### src/verilog/sw_master_pkg.sv
// Shared constants and types of the single-wire bus master.
// Assumes a 100 MHz system clock; all line timing is counted in microsecond ticks.
package sw_master_pkg;

  // ****************************************************************
  // Clock and tick
  // ****************************************************************
  localparam int CLK_PERIOD_NS = 10;
  localparam int US_NS         = 1000;
  localparam int US_CYCLES     = US_NS / CLK_PERIOD_NS;
  localparam int DIV_W         = 7;
  localparam int US_W          = 10;

  // ****************************************************************
  // Line timing in microseconds
  // ****************************************************************
  localparam int RST_LOW_US       = 480;
  localparam int RST_LOW_MAX_US   = 960;
  localparam int RST_HIGH_US      = 480;
  localparam int PRES_SAMPLE_US   = 70;
  localparam int PRES_MIN_US      = 60;
  localparam int PRES_MAX_US      = 75;
  localparam int W0_LOW_US        = 60;
  localparam int W0_LOW_MAX_US    = 120;
  localparam int W1_LOW_US        = 6;
  localparam int W1_LOW_MAX_US    = 15;
  localparam int RD_LOW_US        = 2;
  localparam int RD_SAMPLE_US     = 12;
  localparam int RD_SAMPLE_MAX_US = 15;
  localparam int SLOT_US          = 70;
  localparam int SLOT_MIN_US      = 61;
  localparam int RECOV_US         = 2;
  localparam int RECOV_MIN_US     = 1;
  localparam int LINE_LOW_MAX_US  = 960;

  // ****************************************************************
  // Data layout
  // ****************************************************************
  localparam int          BYTE_W     = 8;
  localparam int          FIFO_DEPTH = 32;
  localparam logic [7:0]  CRC_POLY   = 8'h8C;
  localparam logic [2:0]  LAST_BIT   = 3'h7;

  typedef enum logic [1:0] {OP_RESET, OP_WRITE, OP_READ} op_t;

  typedef struct packed {
    op_t        op;
    logic [7:0] data;
  } cmd_t;

  typedef enum logic [2:0] {
    PH_IDLE, PH_RST_LOW, PH_RST_HIGH, PH_SLOT_LOW, PH_SLOT_HIGH, PH_RECOV, PH_PUSH
  } phase_t;

  typedef struct packed {
    phase_t           phase;
    logic [US_W-1:0]  us;
    logic [DIV_W-1:0] div;
    logic [1:0]       sync;
    logic [2:0]       bitn;
    logic             rd;
    logic [7:0]       sh;
    logic [7:0]       crc;
    logic             presence;
    logic             dq_oe;
    logic             dq_lvl;
    logic             cmd_ready;
    logic             done;
    logic             push;
    logic [7:0]       push_data;
  } st_t;

  localparam st_t ST_RESET = '{
    phase:     PH_IDLE,
    us:        '0,
    div:       '0,
    sync:      2'h3,
    bitn:      '0,
    rd:        1'b0,
    sh:        '0,
    crc:       '0,
    presence:  1'b0,
    dq_oe:     1'b0,
    dq_lvl:    1'b0,
    cmd_ready: 1'b1,
    done:      1'b0,
    push:      1'b0,
    push_data: '0
  };

endpackage
### src/verilog/sw_byte_fifo.sv
// Byte FIFO with a registered output stage between the bus master and its user.
// Assumes DEPTH is a power of two so the pointers wrap by themselves.
`timescale 1ns/1ps
module sw_byte_fifo #(
  parameter int W     = 8,
  parameter int DEPTH = 32
) (
  // Clock and reset
  input  wire logic         i_clk_sys,
  input  wire logic         i_nrst,
  // Fill side
  input  wire logic         i_in_valid,
  input  wire logic [W-1:0] i_in_data,
  output logic              o_in_ready,
  // Drain side
  output logic              o_out_valid,
  output logic [W-1:0]      o_out_data,
  input  wire logic         i_out_ready
);

  localparam int AW = $clog2(DEPTH);
  localparam int CW = $clog2(DEPTH + 1);

  typedef struct packed {
    logic [DEPTH-1:0][W-1:0] mem;
    logic [AW-1:0]           wp;
    logic [AW-1:0]           rp;
    logic [CW-1:0]           cnt;
    logic                    ov;
    logic [W-1:0]            od;
  } fifo_st_t;

  fifo_st_t q;
  fifo_st_t d;
  logic     push;
  logic     pop;

  assign o_in_ready  = (q.cnt != CW'(DEPTH));
  assign o_out_valid = q.ov;
  assign o_out_data  = q.od;

  always_comb begin
    d    = q;
    push = i_in_valid && o_in_ready;
    pop  = (q.cnt != '0) && (!q.ov || i_out_ready);
    if (q.ov && i_out_ready) begin
      d.ov = 1'b0;
    end
    if (pop) begin
      d.od = q.mem[q.rp];
      d.ov = 1'b1;
      d.rp = AW'(q.rp + 1'b1);
    end
    if (push) begin
      d.mem[q.wp] = i_in_data;
      d.wp        = AW'(q.wp + 1'b1);
    end
    if (push && !pop) begin
      d.cnt = CW'(q.cnt + 1'b1);
    end else if (pop && !push) begin
      d.cnt = CW'(q.cnt - 1'b1);
    end
  end

  always_ff @(posedge i_clk_sys or negedge i_nrst) begin
    if (!i_nrst) begin
      q <= '0;
    end else begin
      q <= d;
    end
  end

endmodule

### src/verilog/sw_master.sv
// Bus master for a single-wire open-drain identification link: reset/presence, write and read slots.
// Assumes an external pull-up on the line and a user that issues one byte command at a time.
`timescale 1ns/1ps
module sw_master
  import sw_master_pkg::*;
#(
  // Cycles per microsecond tick; a bench may shorten it so that whole frames fit a short run.
  parameter int TICK_CYCLES = US_CYCLES
) (
  // Clock and reset
  input  wire logic             i_clk_sys,
  input  wire logic             i_nrst,
  // Command port
  input  wire logic             i_cmd_valid,
  input  wire cmd_t             i_cmd,
  output logic                  o_cmd_ready,
  output logic                  o_done,
  output logic                  o_presence,
  output logic [7:0]            o_crc,
  // Read data
  output logic                  o_rd_valid,
  output logic [BYTE_W-1:0]     o_rd_data,
  input  wire logic             i_rd_ready,
  // Line pins
  input  wire logic             i_dq,
  output logic                  o_dq_o,
  output logic                  o_dq_oe
);

  st_t  q;
  st_t  d;
  logic tick;
  logic line;
  logic push_ready;
  logic smp_pres;
  logic smp_rd;

  // ****************************************************************
  // Helpers
  // ****************************************************************
  function automatic logic at_us(input logic [US_W-1:0] us, input int n, input logic t);
    at_us = t && (us == US_W'(n - 1));
  endfunction

  function automatic logic [7:0] crc_step(input logic [7:0] c, input logic b);
    logic [7:0] r;
    r = c >> 1;
    if (c[0] ^ b) begin
      r = r ^ CRC_POLY;
    end
    crc_step = r;
  endfunction

  // ****************************************************************
  // Sequencer
  // ****************************************************************
  always_comb begin
    d        = q;
    d.done   = 1'b0;
    d.sync   = {q.sync[0], i_dq};
    line     = q.sync[1];
    tick     = (q.div == DIV_W'(TICK_CYCLES - 1));
    d.div    = tick ? '0 : DIV_W'(q.div + 1'b1);
    smp_pres = 1'b0;
    smp_rd   = 1'b0;
    if (tick) begin
      d.us = US_W'(q.us + 1'b1);
    end
    case (q.phase)
      PH_IDLE: begin
        d.div = '0;
        d.us  = '0;
        if (i_cmd_valid && q.cmd_ready) begin
          d.cmd_ready = 1'b0;
          d.bitn      = '0;
          d.sh        = i_cmd.data;
          d.rd        = (i_cmd.op == OP_READ);
          d.dq_oe     = 1'b1;
          d.phase     = (i_cmd.op == OP_RESET) ? PH_RST_LOW : PH_SLOT_LOW;
        end
      end
      PH_RST_LOW: begin
        if (at_us(q.us, RST_LOW_US, tick)) begin
          d.dq_oe    = 1'b0;
          d.us       = '0;
          d.presence = 1'b0;
          d.crc      = '0;
          d.phase    = PH_RST_HIGH;
        end
      end
      PH_RST_HIGH: begin
        if (at_us(q.us, PRES_SAMPLE_US, tick)) begin
          smp_pres   = 1'b1;
          d.presence = !line;
        end
        if (at_us(q.us, RST_HIGH_US, tick)) begin
          d.phase     = PH_IDLE;
          d.cmd_ready = 1'b1;
          d.done      = 1'b1;
        end
      end
      PH_SLOT_LOW: begin
        if (at_us(q.us, q.rd ? RD_LOW_US : (q.sh[0] ? W1_LOW_US : W0_LOW_US), tick)) begin
          d.dq_oe = 1'b0;
          d.phase = PH_SLOT_HIGH;
        end
      end
      PH_SLOT_HIGH: begin
        if (q.rd && at_us(q.us, RD_SAMPLE_US, tick)) begin
          smp_rd = 1'b1;
          d.sh   = {line, q.sh[7:1]};
          d.crc  = crc_step(q.crc, line);
        end
        if (at_us(q.us, SLOT_US, tick)) begin
          d.us    = '0;
          d.phase = PH_RECOV;
          if (!q.rd) begin
            d.sh = q.sh >> 1;
          end
        end
      end
      PH_RECOV: begin
        if (at_us(q.us, RECOV_US, tick)) begin
          if (q.bitn != LAST_BIT) begin
            d.bitn  = 3'(q.bitn + 1'b1);
            d.us    = '0;
            d.dq_oe = 1'b1;
            d.phase = PH_SLOT_LOW;
          end else if (q.rd) begin
            d.push      = 1'b1;
            d.push_data = q.sh;
            d.phase     = PH_PUSH;
          end else begin
            d.phase     = PH_IDLE;
            d.cmd_ready = 1'b1;
            d.done      = 1'b1;
          end
        end
      end
      PH_PUSH: begin
        // The line stays released while the FIFO is full, so a stalled user never holds the bus low.
        if (push_ready) begin
          d.push      = 1'b0;
          d.phase     = PH_IDLE;
          d.cmd_ready = 1'b1;
          d.done      = 1'b1;
        end
      end
      default: begin
        d = ST_RESET;
      end
    endcase
  end

  always_ff @(posedge i_clk_sys or negedge i_nrst) begin
    if (!i_nrst) begin
      q <= ST_RESET;
    end else begin
      q <= d;
    end
  end

  assign o_cmd_ready = q.cmd_ready;
  assign o_done      = q.done;
  assign o_presence  = q.presence;
  assign o_crc       = q.crc;
  assign o_dq_o      = q.dq_lvl;
  assign o_dq_oe     = q.dq_oe;

  // ****************************************************************
  // Read buffer
  // ****************************************************************
  sw_byte_fifo #(
    .W     (BYTE_W),
    .DEPTH (FIFO_DEPTH)
  ) u_fifo (
    .i_clk_sys   (i_clk_sys),
    .i_nrst      (i_nrst),
    .i_in_valid  (q.push),
    .i_in_data   (q.push_data),
    .o_in_ready  (push_ready),
    .o_out_valid (o_rd_valid),
    .o_out_data  (o_rd_data),
    .i_out_ready (i_rd_ready)
  );

  // ****************************************************************
  // Checks
  // ****************************************************************
  logic [16:0] low_cnt;
  logic [16:0] hi_cnt;
  logic [16:0] slot_cnt;
  logic        rst_gap;

  always_ff @(posedge i_clk_sys or negedge i_nrst) begin
    if (!i_nrst) begin
      // The line counts as long idle after reset, so the first slot is not mistaken for a short one.
      low_cnt  <= '0;
      hi_cnt   <= '1;
      slot_cnt <= '1;
      rst_gap  <= 1'b0;
    end else begin
      low_cnt  <= q.dq_oe ? ((&low_cnt) ? low_cnt : 17'(low_cnt + 1'b1)) : '0;
      hi_cnt   <= q.dq_oe ? '0 : ((&hi_cnt) ? hi_cnt : 17'(hi_cnt + 1'b1));
      slot_cnt <= (q.dq_oe && !low_cnt[0] && low_cnt == '0) ? 17'h0_0001 :
                  ((&slot_cnt) ? slot_cnt : 17'(slot_cnt + 1'b1));
      if (q.phase == PH_RST_HIGH) begin
        rst_gap <= 1'b1;
      end else if (q.dq_oe) begin
        rst_gap <= 1'b0;
      end
    end
  end
endmodule

### config.mk
export PLATFORM = sky130hd
export DESIGN_NAME = sw_master
export DESIGN_NICKNAME = d
export VERILOG_FILES = /design/src/verilog/sw_master_pkg.sv /design/src/verilog/sw_byte_fifo.sv /design/src/verilog/sw_master.sv
export SDC_FILE = /design/constraint.sdc
export NUM_CORES = 1
export LEC_CHECK = 0
export ABC_AREA = 1
export BUFFER_PORTS_ARGS = -buffer_cell sky130_fd_sc_hd__buf_2
export CAP_MARGIN = 20
export CORE_MARGIN = 2
export CORE_UTILIZATION = 40
export DETAILED_ROUTE_END_ITERATION = 8
export PLACE_DENSITY_LB_ADDON = 0.12
export SLEW_MARGIN = 5
export SYNTH_ARGS = -nofsm -noshare
export SYNTH_HDL_FRONTEND = slang
export SYNTH_HIERARCHICAL = 1
export SYNTH_SLANG_ARGS = --single-unit
export TNS_END_PERCENT = 5
### constraint.sdc
create_clock -name i_clk_sys -period 3.6 [get_ports i_clk_sys]
set_input_delay 0.72 -clock i_clk_sys [delete_from_list [all_inputs] [get_ports i_clk_sys]]
set_output_delay 0.72 -clock i_clk_sys [all_outputs]
set_load 0.02 [all_outputs]
Word level (Yosys, flattened, before mapping)
Index checks and enable logic that the tools add are counted.

Register bits: 336. Input port bits: 15. Logic and storage cells: 203.

Add/subtract/negate cells: 8. Magnitude comparators: 3. Equal/unequal tests: 28. Muxes and demuxes: 58. Bitwise logic cells: 11. Reduce and logical (&&, ||, !) cells: 44.

Operators with widths (count): bitwise mux 256 bit (1); one-hot mux 8 bit (3 select lines) (2); binary-select mux 8 bit (select 5 bit) (1); demux 8 bit (select 5 bit) (1); two-way mux 8 bit (5); one-hot mux 10 bit (4 select lines) (1); two-way mux 13 bit (3); two-way mux 10 bit (3); two-way mux 3 bit (9); OR reduction 5 bit (5); two-way mux 6 bit (4); inequality test 2 bit (second input constant) (12); two-way mux 11 bit (2); one-hot mux 3 bit (7 select lines) (1); two-way mux 9 bit (2); two-way mux 16 bit (1); one-hot mux 8 bit (2 select lines) (1); two-way mux 7 bit (2); AND reduction 7 bit (2); logical AND 1 bit (13); less-than comparator 5 x 6 -> 1 bit (second input constant) (2); two-way mux 12 bit (1); OR reduction 6 bit (2); adder 10 x 1 -> 10 bit (second input constant) (1); 42 further kinds (75).

Depth between registers and ports, before layout
Word-level depth: 7. Mapped depth: 15. Depth with buffers taken out: 14.

By module
Netlist, hierarchy kept.

Modules (own cells, without submodules): sw_byte_fifo (instances 1, cells an instance 1784, area an instance 14331.2 um2); sw_master (instances 1, cells an instance 432, area an instance 3316.9 um2).

Worst setup path before layout
OpenSTA, ideal clock, no wires.

Path type: register -> register. Start: register u_fifo/q[10] (netlist bit). End: register u_fifo/q[12] (netlist bit). Arrival: 2393 ps. Path slack: 1070 ps. Cell stages (with the launch flop): 13. Buffers on the path: 1. Period minus slack after synthesis: 2530 ps. Path through: dfrtp_1 -> nor4_4 -> nand3_4 -> buf_12 -> nand2_4 -> inv_2 -> ha_1 -> inv_1 -> ha_1 -> a21oi_1 -> o21a_1 -> xor2_1 -> o21ai_0.

Cells in the longest elaborated chain, start to end: 5.

Ends and longest elaborated chain: start: declaration (RTL line sw_byte_fifo.sv:33) `fifo_st_t q;`; start signal: assignment (RTL line sw_byte_fifo.sv:67) `q <= '0;`; start signal: assignment (RTL line sw_byte_fifo.sv:69) `q <= d;`; inequality test 6 bit * (RTL line sw_byte_fifo.sv:38) `assign o_in_ready = (q.cnt != CW'(DEPTH));`; via push_ready (RTL line sw_master.sv:34) `logic push_ready;`; logical AND 1 bit * (RTL line sw_byte_fifo.sv:44) `push = i_in_valid && o_in_ready;`; via u_fifo.push (RTL line sw_byte_fifo.sv:35) `logic push;`; zero test 1 bit (RTL line sw_byte_fifo.sv:60) `end else if (pop && !push) begin`; logical AND 1 bit (RTL line sw_byte_fifo.sv:60); nonzero test 2 bit (no source line).

Mark *: on every way through the listed nets, which the timed path passes. The rest lies on a longest branch. The select of a mux whose other input is x is not followed. A chain may end at the register's enable or synchronous reset.

Worst setup path after layout
Ends and elaborated chain as after synthesis.

==> metrics.md <==
| Metric | Value |
|---|---|
| Antenna-violating nets left | `0` |
| Fin util | `0.444` |
| Hold-fix buffers, CTS | `0` |
| Internal | `7.37 mW` |
| Vias in the first global route | `13688` |
| Hold Slack | `between 200 and 250 ps` |
| Max cap viols | `0` |
| Synth area leader | `dfrtp_1` |
| Net Sw Power | `3.86 mW` |
| Clock network power share | `0.383` |
| Worst Clk Skew | `23.2 ps` |
| Vias per Instance | `5.01` |
| Status | `finished, final reports clean` |
| Period minus WS final | `2530 ps` |
| Unrepaired setup endpoints after global routing | `false` |
| Worst setup path category | `flop to flop` |
| Core box area | `between 40000 and 50000 sq um` |
| Main synth FF type | `dfrtp_1` |
| Hold WC Path Type | `primary input to asynchronous set/reset pin` |
| Global-route wire length before repair | `~77000 um` |
| Post-CTS Setup Bufs | `0` |
| Count of final setup violators | `0` |
| Routed wire length | `46800 um` |
| Synth Instances | `~2200` |
| Die Span Y | `214 um` |
| Fin worst setup slack | `about 1100 ps` |
| Cts bufs inserted | `41` |
| Final Hold Fails | `0` |
| Die Wd | `214 um` |
| Die area | `45800 sq um` |
| FF-to-FF path depth | `11` |
| Initial antenna violation count | `0` |
| Combinational Power Share | `0.251` |
| Grt met3 use | `0.0289` |
| GPL Wtd Cong | `0.818` |
| Worst Setup Start Kind | `flop` |
| Maximum buffer depth of the clock tree | `3` |
| Gr busiest metal | `met2` |
| N_diodes | `0` |
| Sw Ratio | `0.344` |
| Fmax achieved | `395 MHz` |
| DP Worst Slack | `1050 ps` |
| Starting Density | `0.408` |
| Root Buffer | `clkbuf_16` |
| Cts repair resizes | `0` |
| Sequential area share after synthesis | `0.477` |
| Pleak | `about 8.6 nW` |
| DR vias | `around 14000` |
| Cell Area, Synth | `17600 sq um` |
| #FFs+latches synth | `approximately 340` |
| DRC Markers | `0` |
| Row Count | `76` |
| Worst slew margin relative to its limit | `0.396` |
| Fraction of registers with async set/reset | `1.00` |
| Met1 Use GR | `0.298` |
| Clock transition at the registers of the reported paths | `60 ps` |
| Number of synthesized flops with an enable pin | `0` |
| Nature of the critical path endpoint | `flop` |
| TritonCTS clock tree | `built` |
| DR iter-0 viols | `approximately 1200` |
| Final Max Tran Viols | `0` |
| Fin cells | `2795` |
| Warnings, synthesis | `6` |
| Synthesis-to-finish area growth | `8.78%` |
| Pre-Repair DR Iteration Count | `6` |
| Pwr per Cell Area | `about 580 nW/um^2` |
| Placed cells | `2721` |
| Post-DP HPWL | `29100 um` |
| Final net count | `2211` |
| Global-route track usage on met2 | `0.329` |
| Top cells by area, synth | `dfrtp_1 (47%), nand2_1 (16%), o21ai_0 (7.9%)` |
| Total GRT Usage | `0.208` |
| Avg Inst Size Synth | `between 7 and 8 sq um` |
| H-Tree Depth | `2` |
| Sequential share of power | `0.366` |
| Drt wl/cell | `16.8 um` |
| Critical Path AT | `around 3000 ps` |
| Final worst-path cycle share | `0.704` |
| IO Count | `37` |
| Worst IR drop on VDD | `0.467 mV` |
| Share of the synthesized area in the top cell type | `0.472` |
| Syn nets | `2248` |
| Share of cells above drive strength 1 | `0.0955` |
| Netlist cell types | `46` |
| Max FO, Critical Path | `6` |
| Gr ovfl total | `0` |
| Req. time, crit path | `4010 ps` |
| Setup TNS Final | `0 ps` |
| Pin count of the biggest net entering global routing | `110` |
| Skew-Pair Late Insertion Delay | `560 ps` |
| Fillers | `4385` |
| I/O Buffers | `35` |
| Worst-Margin Slew | `around 900 ps` |
| Sink Count | `around 340` |
## Yosys cell counts, types with 7 or more instances
cell type    n
a21oi_1     25
buf_1       12
buf_2       18
buf_4       26
buf_8       27
clkbuf_1    49
dfrtp_1    333
ha_1        16
inv_1      163
inv_2       11
nand2_1    752
nand2_2      7
nand3_1    226
nand3_4     30
nand4_1     12
nor2_1     134
nor2_2       9
nor2_4       8
o21ai_0    278
o21ai_1     14
xor2_1      17
## power groups by stage
| stage | logic [mW] | clock network [mW] | registers, mW |
|---|---|---|---|
| 5_1_grt | 3.15 | 4.58 | 4.12 |
| 2_1_floorplan | 2.00 | 0 | 4.03 |
| 3_3_place_gp | 2.80 | 0 | 4.17 |
| 4_1_cts | 2.83 | 4.43 | 4.11 |
| 3_5_place_dp | 2.82 | 0 | 4.18 |
| 6_report | 2.81 | 4.30 | 4.11 |
## final cells by class
type / count / area, sq um / area share
repair buffers: 58 / 445 / 0.0232
well taps: 585 / 732 / 0.0381
multi-input cells: 1565 / 7530 / 0.392
clock inverters: 14 / 203 / 0.0106
flip-flops and latches: 336 / 8420 / 0.438
clock buffers: 60 / 1200 / 0.0625
inverters: 177 / 666 / 0.0347
## registers in the layout, summed over array words and instances (netlist names)
signal              cells
u_fifo/o_out_data       8
o_presence              1
u_fifo/q              272
o_cmd_ready             1
o_crc                   8
o_done                  1
line                    1
o_dq_oe                 1
u_fifo/o_out_valid      1
q                      42
## worst max-delay path, stage by stage, from the launching register on
cell and delay [ps]:
dfrtp_1 430, nor4_4 380, nand3_4 120, nand2_4 100, inv_2 70, ha_1 240
inv_1 160, ha_1 280, a21oi_1 210, o21a_1 190, xor2_1 140, o21ai_0 80
## worst paths after layout
| kind | slack (ps) | endpoint | start |
|---|---|---|---|
| max | 1070 | u_fifo/q[12] | u_fifo/q[10] |
| min | 200 | u_fifo/q[233] | i_nrst |
| max reg2reg | 1070 | u_fifo/q[12] | u_fifo/q[10] |
| min reg2reg | 460 | q[36] | q[36] |
| max in group asynchronous | 2520 | q[34] | i_nrst |
| min in group i_clk_sys | 370 | q[34] | i_dq |
## metal layers
metal	share of wire	wire length, um	up-vias
met5	0	0	-
met2	0.45	21100	284
li1	-	-	6982
met4	0.023	1100	0
met3	0.044	2060	61
met1	0.48	22600	6681
## kinds of logic after synthesis
kind of cell	after synthesis	share of synthesized area
other	1	0.000212
buffers and inverters	315	0.0964
DFF	336	0.477
adders and majority gates	17	0.0125
and+or+nand+nor	1198	0.308
AOI/OAI and AO/OA	326	0.0951
xor gates and xnor gates	23	0.0114
## metrics by stage
stage | instance area, sq um | total power [mW]
after floorplan | 17600 | 6.04
after global placement | 17800 | 6.97
after detailed placement | 17800 | 6.99
after CTS | 19200 | 11.4
after global routing | 19200 | 11.9
final | 19200 | 11.2
## placed cells by master, fill, tap and decap left out, drive strengths merged, types with 2 or more instances in the layout
master	n
nand4	13
nor3	5
xnor2	6
clkbuf	60
nand3	259
inv	171
nor2	151
bufinv	5
ha	16
buf	58
xor2	17
nor4	2
o211ai	2
dfrtp	333
nand2	764
a21oi	25
dfstp	3
or2	3
clkinv	15
o21ai	295
Power figures use the tool's default switching activity.
